$ cat src/design/fwsr_defines.svh
// constants for the flash status polling controller
// Contract
// - Host reads status at the programmed address or an erasing sector.
// - Host reads status twice back to back; unchanged toggle means complete.
// - Toggling with timeout bit high: recheck once, still toggling means failed.
// - Host resuming after other work restarts from the first double read.
// - After any timeout failure the host writes the reset command.
// - Host may skip the window bit only with sector commands under 50 us apart.
// - Host confirms acceptance, then checks window bit before and after each sector; code only reads the window bit, in S_EW_PRE and S_EW_POST.
`ifndef FWSR_DEFINES_SVH
`define FWSR_DEFINES_SVH

////////////////////////////////////////////////////////////////////////////////
// widths
`define FWSR_AW           20
`define FWSR_DW           16

////////////////////////////////////////////////////////////////////////////////
// software register offsets
`define FWSR_REG_CTRL     8'h00
`define FWSR_REG_ADDR     8'h04
`define FWSR_REG_DATA     8'h08
`define FWSR_REG_STATUS   8'h0C
`define FWSR_REG_RDATA    8'h10

// control register command bits
`define FWSR_CTL_START    0
`define FWSR_CTL_ABORT    1
`define FWSR_CTL_ADDSEC   2
`define FWSR_CTL_RAWWR    3
`define FWSR_CTL_RAWRD    4

////////////////////////////////////////////////////////////////////////////////
// status bit positions on the flash data bus
`define FWSR_DQ_POLL      7
`define FWSR_DQ_TOG1      6
`define FWSR_DQ_FAIL      5
`define FWSR_DQ_EWIN      3
`define FWSR_DQ_TOG2      2

// flash command words
`define FWSR_CMD_RESET    16'h00F0
`define FWSR_CMD_SECTOR   16'h0030

////////////////////////////////////////////////////////////////////////////////
// timing
`define FWSR_CLK_NS       8
`define FWSR_STROBE_NS    80
`define FWSR_STROBE_CYC   ((`FWSR_STROBE_NS + `FWSR_CLK_NS - 1) / `FWSR_CLK_NS)

`endif

$ cat src/design/fwsr_pkg.sv
// types shared by the flash status polling controller
`include "fwsr_defines.svh"

package fwsr_pkg;

	// one flash bus cycle request
	typedef struct packed {
		logic                 wr;
		logic [`FWSR_AW-1:0] addr;
		logic [`FWSR_DW-1:0] data;
	} fwsr_req_t;

	// result of comparing successive status reads
	typedef struct packed {
		logic pair_ok;
		logic toggling;
		logic sector_tog;
		logic fail;
	} fwsr_cmp_t;

	typedef enum logic [1:0] {B_IDLE, B_SETUP, B_STROBE, B_HOLD} fwsr_bus_state_t;

	typedef enum logic [3:0] {
		S_IDLE, S_RAW_WR, S_RAW_RD, S_POLL1, S_POLL2, S_CHECK, S_RECHECK,
		S_VERDICT, S_RESET, S_EW_PRE, S_SE_WR, S_EW_POST
	} fwsr_state_t;

endpackage

$ cat src/design/fwsr_host.sv
// flash status polling controller, host side top
//
// The implementer's own choices: the register offsets and strobed register access.
`include "fwsr_defines.svh"

module fwsr_host (
	input  wire logic                sys_clk_i,
	input  wire logic                reset_i,
	input  wire logic [7:0]          reg_addr_i,
	input  wire logic [31:0]         reg_wdata_i,
	input  wire logic                reg_wr_i,
	input  wire logic                reg_rd_i,
	output logic [31:0]              reg_rdata_o,
	output logic [`FWSR_AW-1:0]      flash_addr_o,
	input  wire logic [`FWSR_DW-1:0] flash_dq_i,
	output logic [`FWSR_DW-1:0]      flash_dq_o,
	output logic                     flash_dq_oe_n_o,
	output logic                     flash_ce_n_o,
	output logic                     flash_oe_n_o,
	output logic                     flash_we_n_o,
	input  wire logic                ready_busy_n_i
);

	fwsr_pkg::fwsr_state_t state;
	fwsr_pkg::fwsr_state_t next_state;
	fwsr_pkg::fwsr_req_t   req;
	fwsr_pkg::fwsr_cmp_t   cmp;
	logic [`FWSR_AW-1:0]   poll_addr;
	logic [`FWSR_DW-1:0]   wr_data;
	logic [`FWSR_DW-1:0]   rd_last;
	logic [`FWSR_DW-1:0]   bus_rdata;
	logic [`FWSR_DW-1:0]   last_wr_data;
	logic                  bus_busy;
	logic                  bus_done;
	logic                  req_v;
	logic                  issued;
	logic                  bus_state;
	logic                  is_idle;
	logic                  ctl_wr;
	logic                  cmd_start;
	logic                  cmd_abort;
	logic                  cmd_addsec;
	logic                  cmd_rawwr;
	logic                  cmd_rawrd;
	logic                  abort_req;
	logic                  done;
	logic                  fail;
	logic                  ew_bit;
	logic                  ew_refused;
	logic                  ew_unsure;
	logic                  aborted;
	logic                  poll_sample;
	logic [2:0]            rd_count;

	////////////////////////////////////////////////////////////////////////////
	// register port decode
	always_comb begin
		ctl_wr = 1'b0;
		if (reg_wr_i && reg_addr_i == `FWSR_REG_CTRL) begin
			ctl_wr = 1'b1;
		end
	end

	assign is_idle    = (state == fwsr_pkg::S_IDLE);
	assign cmd_start  = ctl_wr && reg_wdata_i[`FWSR_CTL_START];
	assign cmd_abort  = ctl_wr && reg_wdata_i[`FWSR_CTL_ABORT];
	assign cmd_addsec = ctl_wr && reg_wdata_i[`FWSR_CTL_ADDSEC];
	assign cmd_rawwr  = ctl_wr && reg_wdata_i[`FWSR_CTL_RAWWR];
	assign cmd_rawrd  = ctl_wr && reg_wdata_i[`FWSR_CTL_RAWRD];

	// address and data registers, frozen while a sequence runs
	always_ff @(posedge sys_clk_i) begin
		if (reset_i) begin
			poll_addr <= '0;
			wr_data   <= '0;
		end else if (reg_wr_i && is_idle) begin
			if (reg_addr_i == `FWSR_REG_ADDR) begin
				poll_addr <= reg_wdata_i[`FWSR_AW-1:0];
			end else if (reg_addr_i == `FWSR_REG_DATA) begin
				wr_data <= reg_wdata_i[`FWSR_DW-1:0];
			end
		end
	end

	// read data, one cycle after the strobe
	always_ff @(posedge sys_clk_i) begin
		if (reset_i) begin
			reg_rdata_o <= '0;
		end else if (!reg_rd_i) begin
			reg_rdata_o <= '0;
		end else if (reg_addr_i == `FWSR_REG_ADDR) begin
			reg_rdata_o <= 32'(poll_addr);
		end else if (reg_addr_i == `FWSR_REG_DATA) begin
			reg_rdata_o <= 32'(wr_data);
		end else if (reg_addr_i == `FWSR_REG_STATUS) begin
			reg_rdata_o <= {22'h0, aborted, ~ready_busy_n_i, ew_unsure, ew_refused,
				ew_bit, cmp.sector_tog, cmp.toggling, fail, done, ~is_idle};
		end else if (reg_addr_i == `FWSR_REG_RDATA) begin
			reg_rdata_o <= 32'(rd_last);
		end else begin
			reg_rdata_o <= '0;
		end
	end

	////////////////////////////////////////////////////////////////////////////
	// sequence state machine
	always_comb begin
		next_state = state;
		case (state)
			fwsr_pkg::S_IDLE: begin
				if (cmd_start) begin
					next_state = fwsr_pkg::S_POLL1;
				end else if (cmd_addsec) begin
					next_state = fwsr_pkg::S_EW_PRE;
				end else if (cmd_rawwr) begin
					next_state = fwsr_pkg::S_RAW_WR;
				end else if (cmd_rawrd) begin
					next_state = fwsr_pkg::S_RAW_RD;
				end
			end
			fwsr_pkg::S_POLL1: begin
				if (bus_done) begin
					next_state = abort_req ? fwsr_pkg::S_IDLE : fwsr_pkg::S_POLL2;
				end
			end
			fwsr_pkg::S_POLL2: begin
				if (bus_done) begin
					next_state = abort_req ? fwsr_pkg::S_IDLE : fwsr_pkg::S_CHECK;
				end
			end
			// steady toggle bit ends the poll
			fwsr_pkg::S_CHECK: begin
				if (!cmp.toggling) begin
					next_state = fwsr_pkg::S_IDLE;
				end else if (cmp.fail) begin
					next_state = fwsr_pkg::S_RECHECK;
				end else if (abort_req) begin
					next_state = fwsr_pkg::S_IDLE;
				end else begin
					next_state = fwsr_pkg::S_POLL1;
				end
			end
			// one more read after timeout bit seen
			fwsr_pkg::S_RECHECK: begin
				if (bus_done) next_state = fwsr_pkg::S_VERDICT;
			end
			fwsr_pkg::S_VERDICT: begin
				next_state = cmp.toggling ? fwsr_pkg::S_RESET : fwsr_pkg::S_IDLE;
			end
			// window bit checked before the sector command
			fwsr_pkg::S_EW_PRE: begin
				if (bus_done) begin
					next_state = bus_rdata[`FWSR_DQ_EWIN] ? fwsr_pkg::S_IDLE
						: fwsr_pkg::S_SE_WR;
				end
			end
			fwsr_pkg::S_SE_WR: begin
				if (bus_done) next_state = fwsr_pkg::S_EW_POST;
			end
			default: begin
				if (bus_done) next_state = fwsr_pkg::S_IDLE;
			end
		endcase
	end

	always_ff @(posedge sys_clk_i) begin
		if (reset_i) begin
			state <= fwsr_pkg::S_IDLE;
		end else begin
			state <= next_state;
		end
	end

	////////////////////////////////////////////////////////////////////////////
	// bus requests: one cycle per bus state
	assign bus_state = !(is_idle || state == fwsr_pkg::S_CHECK
		|| state == fwsr_pkg::S_VERDICT);
	assign req_v = bus_state && !issued && !bus_busy;

	always_ff @(posedge sys_clk_i) begin
		if (reset_i || bus_done) begin
			issued <= 1'b0;
		end else if (req_v) begin
			issued <= 1'b1;
		end
	end

	// status reads use the held poll address
	always_comb begin
		req.addr = poll_addr;
		req.wr   = 1'b0;
		req.data = wr_data;
		if (state == fwsr_pkg::S_RAW_WR) begin
			req.wr = 1'b1;
		end else if (state == fwsr_pkg::S_RESET) begin
			req.wr   = 1'b1;
			req.data = `FWSR_CMD_RESET;
		end else if (state == fwsr_pkg::S_SE_WR) begin
			req.wr   = 1'b1;
			req.data = `FWSR_CMD_SECTOR;
		end
	end

	fwsr_bus_cycle u_bus (
		.sys_clk_i   (sys_clk_i),
		.reset_i     (reset_i),
		.req_valid_i (req_v),
		.req_i       (req),
		.busy_o      (bus_busy),
		.done_o      (bus_done),
		.rdata_o     (bus_rdata),
		.addr_o      (flash_addr_o),
		.dq_i        (flash_dq_i),
		.dq_o        (flash_dq_o),
		.dq_oe_n_o   (flash_dq_oe_n_o),
		.ce_n_o      (flash_ce_n_o),
		.oe_n_o      (flash_oe_n_o),
		.we_n_o      (flash_we_n_o)
	);

	////////////////////////////////////////////////////////////////////////////
	// every start clears the read history
	assign poll_sample = bus_done && (state == fwsr_pkg::S_POLL1
		|| state == fwsr_pkg::S_POLL2 || state == fwsr_pkg::S_RECHECK);

	fwsr_toggle_cmp u_cmp (
		.sys_clk_i (sys_clk_i),
		.reset_i   (reset_i),
		.clear_i   (is_idle && cmd_start),
		.sample_i  (poll_sample),
		.data_i    (bus_rdata),
		.cmp_o     (cmp)
	);

	// reads seen since the last start
	always_ff @(posedge sys_clk_i) begin
		if (reset_i || (is_idle && cmd_start)) begin
			rd_count <= 3'h0;
		end else if (poll_sample && rd_count != 3'h7) begin
			rd_count <= rd_count + 3'h1;
		end
	end

	// last read word and last written word
	always_ff @(posedge sys_clk_i) begin
		if (reset_i) begin
			rd_last      <= '0;
			last_wr_data <= '0;
		end else if (bus_done) begin
			if (req.wr) last_wr_data <= req.data;
			else rd_last <= bus_rdata;
		end
	end

	// abort request, honoured at the end of the next poll read
	always_ff @(posedge sys_clk_i) begin
		if (reset_i || is_idle) begin
			abort_req <= 1'b0;
		end else if (cmd_abort) begin
			abort_req <= 1'b1;
		end
	end

	// completion and failure flags
	always_ff @(posedge sys_clk_i) begin
		if (reset_i) begin
			done    <= 1'b0;
			fail    <= 1'b0;
			aborted <= 1'b0;
		end else if (is_idle && cmd_start) begin
			done    <= 1'b0;
			fail    <= 1'b0;
			aborted <= 1'b0;
		end else begin
			if ((state == fwsr_pkg::S_CHECK || state == fwsr_pkg::S_VERDICT)
				&& !cmp.toggling) begin
				done <= 1'b1;
			end
			if (state == fwsr_pkg::S_RESET && bus_done) fail <= 1'b1;
			if (!is_idle && next_state == fwsr_pkg::S_IDLE && abort_req) aborted <= 1'b1;
		end
	end

	// window bit before and after the sector command
	always_ff @(posedge sys_clk_i) begin
		if (reset_i || (is_idle && cmd_addsec)) begin
			ew_bit     <= 1'b0;
			ew_refused <= 1'b0;
			ew_unsure  <= 1'b0;
		end else if (bus_done && state == fwsr_pkg::S_EW_PRE) begin
			ew_bit     <= bus_rdata[`FWSR_DQ_EWIN];
			ew_refused <= bus_rdata[`FWSR_DQ_EWIN];
		end else if (bus_done && state == fwsr_pkg::S_EW_POST) begin
			ew_bit    <= bus_rdata[`FWSR_DQ_EWIN];
			ew_unsure <= bus_rdata[`FWSR_DQ_EWIN];
		end
	end
endmodule

$ cat src/design/fwsr_bus_cycle.sv
// single asynchronous flash bus cycle engine
`include "fwsr_defines.svh"

module fwsr_bus_cycle (
	input  wire logic                sys_clk_i,
	input  wire logic                reset_i,
	input  wire logic                req_valid_i,
	input  fwsr_pkg::fwsr_req_t      req_i,
	output logic                     busy_o,
	output logic                     done_o,
	output logic [`FWSR_DW-1:0]      rdata_o,
	output logic [`FWSR_AW-1:0]      addr_o,
	input  wire logic [`FWSR_DW-1:0] dq_i,
	output logic [`FWSR_DW-1:0]      dq_o,
	output logic                     dq_oe_n_o,
	output logic                     ce_n_o,
	output logic                     oe_n_o,
	output logic                     we_n_o
);

	fwsr_pkg::fwsr_bus_state_t state;
	logic [3:0]                cnt;
	logic                      wr;
	logic                      last;

	assign busy_o = (state != fwsr_pkg::B_IDLE);
	assign last   = (state == fwsr_pkg::B_STROBE) && (cnt == 4'h0);

	////////////////////////////////////////////////////////////////////////////
	// cycle sequencing: setup, strobe, hold
	always_ff @(posedge sys_clk_i) begin
		if (reset_i) begin
			state <= fwsr_pkg::B_IDLE;
		end else begin
			case (state)
				fwsr_pkg::B_IDLE:   if (req_valid_i) state <= fwsr_pkg::B_SETUP;
				fwsr_pkg::B_SETUP:  state <= fwsr_pkg::B_STROBE;
				fwsr_pkg::B_STROBE: if (last) state <= fwsr_pkg::B_HOLD;
				default:            state <= fwsr_pkg::B_IDLE;
			endcase
		end
	end

	// strobe width counter
	always_ff @(posedge sys_clk_i) begin
		if (reset_i) begin
			cnt <= 4'h0;
		end else if (state == fwsr_pkg::B_SETUP) begin
			cnt <= 4'(`FWSR_STROBE_CYC - 1);
		end else if (state == fwsr_pkg::B_STROBE) begin
			cnt <= cnt - 4'h1;
		end
	end

	always_ff @(posedge sys_clk_i) begin
		if (reset_i) begin
			ce_n_o    <= 1'b1;
			oe_n_o    <= 1'b1;
			we_n_o    <= 1'b1;
			dq_oe_n_o <= 1'b1;
			addr_o    <= '0;
			dq_o      <= '0;
			wr        <= 1'b0;
		end else if (state == fwsr_pkg::B_IDLE && req_valid_i) begin
			addr_o    <= req_i.addr;
			dq_o      <= req_i.data;
			wr        <= req_i.wr;
			ce_n_o    <= 1'b0;
			dq_oe_n_o <= ~req_i.wr; // low while driving
		end else if (state == fwsr_pkg::B_SETUP) begin
			oe_n_o <= wr;
			we_n_o <= ~wr;
		end else if (last) begin
			oe_n_o <= 1'b1;
			we_n_o <= 1'b1; // rising edge latches the write
		end else if (state == fwsr_pkg::B_HOLD) begin
			ce_n_o    <= 1'b1;
			dq_oe_n_o <= 1'b1;
		end
	end

	// capture read data and flag completion
	always_ff @(posedge sys_clk_i) begin
		if (reset_i) begin
			rdata_o <= '0;
			done_o  <= 1'b0;
		end else begin
			done_o <= last;
			if (last && !wr) rdata_o <= dq_i;
		end
	end

endmodule

$ cat src/design/fwsr_toggle_cmp.sv
// compares successive status reads for toggling bits
`include "fwsr_defines.svh"

module fwsr_toggle_cmp (
	input  wire logic                sys_clk_i,
	input  wire logic                reset_i,
	input  wire logic                clear_i,
	input  wire logic                sample_i,
	input  wire logic [`FWSR_DW-1:0] data_i,
	output fwsr_pkg::fwsr_cmp_t      cmp_o
);

	logic [`FWSR_DW-1:0] prev;
	logic [1:0]          seen;

	// count samples since the last clear
	always_ff @(posedge sys_clk_i) begin
		if (reset_i || clear_i) begin
			seen <= 2'h0;
		end else if (sample_i && seen != 2'h2) begin
			seen <= seen + 2'h1;
		end
	end

	// compare toggle bits of two reads
	always_ff @(posedge sys_clk_i) begin
		if (reset_i || clear_i) begin
			prev  <= '0;
			cmp_o <= '0;
		end else if (sample_i) begin
			prev             <= data_i;
			cmp_o.pair_ok    <= (seen != 2'h0);
			cmp_o.toggling   <= data_i[`FWSR_DQ_TOG1] ^ prev[`FWSR_DQ_TOG1];
			cmp_o.sector_tog <= data_i[`FWSR_DQ_TOG2] ^ prev[`FWSR_DQ_TOG2];
			cmp_o.fail       <= data_i[`FWSR_DQ_FAIL];
		end
	end

endmodule

$ cat config.mk
export PLATFORM = sky130hd
export DESIGN_NAME = fwsr_host
export DESIGN_NICKNAME = d
export VERILOG_FILES = /design/src/design/fwsr_pkg.sv /design/src/design/fwsr_host.sv /design/src/design/fwsr_bus_cycle.sv /design/src/design/fwsr_toggle_cmp.sv
export VERILOG_INCLUDE_DIRS = /design/src /design/src/design
export SDC_FILE = /design/constraint.sdc
export NUM_CORES = 1
export LEC_CHECK = 0
export BUFFER_PORTS_ARGS = -buffer_cell sky130_fd_sc_hd__buf_2
export CORE_UTILIZATION = 30
export DETAILED_ROUTE_END_ITERATION = 8
export HOLD_SLACK_MARGIN = 0.02
export PLACE_DENSITY_LB_ADDON = 0.3
export SYNTH_ARGS = -nofsm -noshare
export SYNTH_HDL_FRONTEND = slang
export SYNTH_SLANG_ARGS = --single-unit
$ cat constraint.sdc
create_clock -name sys_clk_i -period 3.6 [get_ports sys_clk_i]
set_input_delay 0.54 -clock sys_clk_i [delete_from_list [all_inputs] [get_ports sys_clk_i]]
set_output_delay 0.54 -clock sys_clk_i [all_outputs]
set_load 0.02 [all_outputs]
# Yosys cells after proc, flatten, opt, wreduce, memory -nomap -nowiden
# Index checks and enable logic that the tools add are counted.
# word_totals
ff_bits	170
inputBits	61
output_inout_bits	72
word_cells	163
# op_classes
add_sub_neg	1
n_eq_ne	21
mux	44
bitwise	10
reduce_logical	57
# ops
cell	count
$mux 16	6
$mux 4	14
$pmux 4 s8	1
$logic_and 1x1->1	21
$mux 20	1
$eq 4x3->1 const B	4
$eq 4x4->1 const B	4
$eq 8x4->1 const B	2
$mux 1	14
$logic_not 4->1	3
$mux 3	4
$reduce_and 2->1	5
$reduce_bool 2->1	5
$logic_or 1x1->1	9
$eq 8x3->1 const B	1
$eq 8x5->1 const B	1
$logic_not 8->1	1
$not 1->1	8
$logic_not 1->1	6
$mux 2	3
$pmux 2 s3	1
$reduce_and 3->1	2
$reduce_or 2->1	3
$reduce_or 5->1	1
other kinds (9)	13

# Longest topological paths before layout
# depth
ltp_word	12
depth_mapped	9
ltp_nobuf	7

# By module
# Synthesis repeated with hierarchy kept, for this count alone.
# hier_totals
hier_cells	786
hier_area_um2	6630.1
# modules_own_cells
mod	n_inst	cells_per_inst	area_each_um2	seq_area_each_um2
fwsr_host	1	448	3723.6	1681.6
fwsr_bus_cycle	1	303	2539.9	1281.2
fwsr_toggle_cmp	1	35	366.6	160.2

# Least setup slack after synthesis
# Ideal clock, no wire load.
# synth_path
path_type	input to register
start	in reg_addr_i[4]
end	reg wr_data[10]
arrival_ps	1718
setup_slack_ps	1746
cell_stages	7
n_path_buf	2
cell_sequence	nor4_4 -> and4b_1 -> buf_6 -> nand3_1 -> buf_2 -> nand2_1 -> a21oi_2
# synth_via
elab_chain_len	3
# synth_rtl
element	line	text
from (decl)	fwsr_host.sv:9	input wire logic [7:0] reg_addr_i,
$eq 8x3->1 (no line)	--	
$not 1->1 (no line)	--	
$reduce_and 3->1 (no line) (*)	--	
to (signal assigned)	fwsr_host.sv:80	wr_data <= reg_wdata_i[`FWSR_DW-1:0];
to (decl)	fwsr_host.sv:29	logic [`FWSR_DW-1:0] wr_data;
# Every way passes the cells marked *; elsewhere a longest branch is shown, timed or not.
# A chain may end at the register's enable or synchronous reset.

# Worst setup path after layout
# layout_path
start	reg state[0]
end	reg rd_last[8]
# layout_via
elab_chain_len	6
# layout_rtl
element	line	text
from (decl)	fwsr_host.sv:24	fwsr_pkg::fwsr_state_t state;
from (signal assigned)	fwsr_host.sv:168	state <= fwsr_pkg::S_IDLE;
from (signal assigned)	fwsr_host.sv:170	state <= next_state;
$eq 4x4->1	fwsr_host.sv:198	end else if (state == fwsr_pkg::S_SE_WR) begin
$mux 1	fwsr_host.sv:198	
$mux 1	fwsr_host.sv:195	end else if (state == fwsr_pkg::S_RESET) begin
$mux 1 (*)	fwsr_host.sv:193	if (state == fwsr_pkg::S_RAW_WR) begin
$not 1->1 (no line) (*)	--	
$reduce_and 2->1 (no line) (*)	--	
to (signal assigned)	fwsr_host.sv:251	else rd_last <= bus_rdata;
to (decl)	fwsr_host.sv:30	logic [`FWSR_DW-1:0] rd_last;
# Marks and branches as above.

==> results.yml <==
run_status:
  status: "complete, no violations"
synthesis:
  synth-edff-count: 0
  synth_top_area_frac: 0.4838
  synth_cell_types: 62
  synth-async-reset-ratio: 0
  synth_area_um2: 6331
  ys_ff_latch: 153
  syn_inst: 747
  seq_area_frac_synth: 0.4838
  synth.largest_area_cell: "dfxtp_1"
  yosys-top-cells-area: "dfxtp_1 48%, nand2_1 11%, a21oi_1 7.8%"
  synth_warnings: 0
  avgSynthCellArea_um2: 8.475
  synthFlopType: "dfxtp_1"
place:
  dp.cells: 1082
  pre_cts_ws_ps: 910.9
  numPortBuffers: 108
  hpwl_um: 12280
  place.gp.congestion: 0.9190
finish:
  final_cells: 1114
  area_growth_pct: 19.17
  drive_gt1_frac: 0.2014
  antennaDiodeCount: 0
  nets: 898
timing:
  slew_headroom: 0.4882
  hold_violations: 0
  fmax_mhz: 421.9
  slew_violations: 0
  fin_skew_ps: 10.88
  hold_slack_ps: 350.9
  min_period_over_period: 0.6584
  fin_crit_ps: 2370
  rsz0062_at_grt: "false"
  worstMarginPinSlew_ps: 767.7
  finalSetupViolCount: 0
  finalWorstSetupSlack_ps: 1230
  final.setup.tns_ps: 0
global_routing:
  met3_usage: 0.03727
  grt_max_degree: 72
  grtUsageTotal: 0.1632
  grt_pass1_vias: 4742
  gr-total-overflow: 0
  grt-busiest-layer: "met1"
  antenna_found_initial: 0
  grtUsageMet2: 0.2226
  use_met1: 0.2507
  grt_pass1_wl_um: 27280
worst_setup_path:
  slowest_stage: "dfxtp_1"
  cp-end-kind: "register"
  crit_path_start_kind: "register"
  worst-path-max-fanout: 19
  path_class: "reg2reg"
  arrival_ps: 2650
  crit_chain: "or3b_1, a21oi_2, or2b_2, mux2i_1, nor2_1"
  crit_required_ps: 3880
  max_stage_delay_ps: 750
routing:
  drt_iter0_markers: 382
  route.detailed.drc: 0
  viasPerCell: 4.869
  routed_wirelength_um: 17370
  avgRoutedWirePerCell_um: 15.59
  drtAntennaViolNets: 0
  dr.pass1.iters: 7
  vias: 5424
clocking:
  cts_setup_buffers: 0
  cts_resized: 0
  clk_path_buf_depth: 2
  cts_buffers: 17
  path_clk_slew_ps: 70
  postCtsHoldBufs: 0
  tritoncts: "built"
  htreeDepth: 4
  cts.sinks: 153
  cts_root_buf: "clkbuf_16"
  clk_latency_ps: 420
power_and_ir_drop:
  power_mw: 4.404
  leakage_nw: 2.934
  vdd_drop_max_uv: 263.5
  powerDensity_nw_per_um2: 583.7
die:
  core.rowCount: 52
  start_util: 0.3099
  die_h_um: 147.3
  core_um2: 20430
  die_w_um: 147.3
  die-area_um2: 21690
  io_pins: 133
hold_path:
  hold_class: "in2reg"
job:
  max_cap_viol_count: 0
[state kept, by name, summed over array words and instances, names as in the netlist, 2 cells and up]
name / cells
poll_addr: 20
rd_last: 16
reg_rdata_o: 20
state: 4
u_bus.addr_o: 20
u_bus.cnt: 4
u_bus.dq_o: 16
u_bus.rdata_o: 16
u_bus.state: 2
u_cmp.cmp_o: 2
u_cmp.prev: 3
wr_data: 16
[synth_stat cells, types with 4 or more instances]
| cell | n |
|---|---|
| and3_1 | 11 |
| a31oi_1 | 4 |
| dfxtp_1 | 153 |
| a211oi_1 | 5 |
| nor2b_1 | 8 |
| a222oi_1 | 14 |
| nand2_1 | 178 |
| o211ai_1 | 4 |
| o21ai_0 | 12 |
| nor2_1 | 57 |
| a21oi_2 | 6 |
| o31a_1 | 4 |
| clkbuf_1 | 27 |
| nand3_1 | 19 |
| mux2i_1 | 21 |
| inv_1 | 13 |
| ha_1 | 6 |
| buf_4 | 14 |
| mux2_2 | 6 |
| nor3_1 | 9 |
| buf_6 | 5 |
| a21oi_1 | 99 |
| buf_2 | 15 |
[stage by stage]
step | util | cell area [um^2]
6_report | 0.3693 | 7545
5_1_grt | 0.3693 | 7545
4_1_cts | 0.3693 | 7545
3_5_place_dp | 0.3401 | 6948
3_3_place_gp | 0.3401 | 6948
2_1_floorplan | - | 6372
[per-layer routing]
metal  vias up  share of wire  routed length (um)
met5         -              0                   0
met4         0          0.011                 183
met3        18          0.069                1205
met2       184           0.42                7219
met1      2508           0.50                8763
li1       2714              -                   -
[final timing paths]
check / slack [ps] / cells after the start / endpoint / startpoint
max: 1230 / 5 / rd_last[8]$_SDFFE_PP0P_ / state[0]$_SDFF_PP0_
min: 350 / 3 / u_bus.rdata_o[0]$_SDFFE_PP0P_ / flash_dq_i[0]
max reg2reg: 1230 / 5 / rd_last[8]$_SDFFE_PP0P_ / state[0]$_SDFF_PP0_
min reg2reg: 450 / 2 / u_bus.dq_o[1]$_SDFFE_PP0P_ / u_bus.dq_o[1]$_SDFFE_PP0P_
[cell families after synthesis]
| kind of cell | after synthesis | share of synthesized area |
|---|---|---|
| simple gates | 315 | 0.2263 |
| compound gates | 164 | 0.1599 |
| xor+xnor | 3 | 0.004151 |
| other cells | 1 | 0.0005923 |
| mux | 28 | 0.04624 |
| fa+ha+maj | 6 | 0.01186 |
| buf+inv | 77 | 0.06719 |
| flops | 153 | 0.4838 |
[power breakdown]
group	internal, mW	leakage [nW]	switching (mW)
Combinational	0.238	1.43	0.494
Sequential	1.77	1.23	0.0818
Clock	1.11	0.276	0.717
[area by class of cell]
cell class	count	area (um^2)
Timing Repair Buffer	117	610.6
Sequential cell	153	3063
Inverter	14	52.55
Fill cell	2178	12880
Clock inverter	11	146.4
Multi-Input combinational cell	528	2884
Tap cell	270	337.8
Clock buffer	21	450.4
[cell usage in the layout, fill, tap and decap left out, types with 5 or more instances in the layout]
cell        Yosys  final
dfxtp_1       153    153
a222oi_1       14     14
nor2_1         57     57
nor3_1          9      9
a21oi_2         6      6
ha_1            6      6
o21ai_0        12     12
mux2i_1        21     21
nor2b_1         8      8
and3_1         11     11
clkbuf_16       0     17
buf_2          15    107
mux2_2          6      6
nand2_1       178    178
a21oi_1        99     99
buf_4          14     10
clkinvlp_4      0      5
inv_1          13     13
nand3_1        19     19
conb_1          1     12
a211oi_1        5      5
[worst max-delay path, delay by kind of cell, from the launching register on]
kind,cells,cell delay (ps)
compound gates,1,250
simple gates,3,970
flops,1,750
mux,1,250
(Power assumes the default switching activity.)
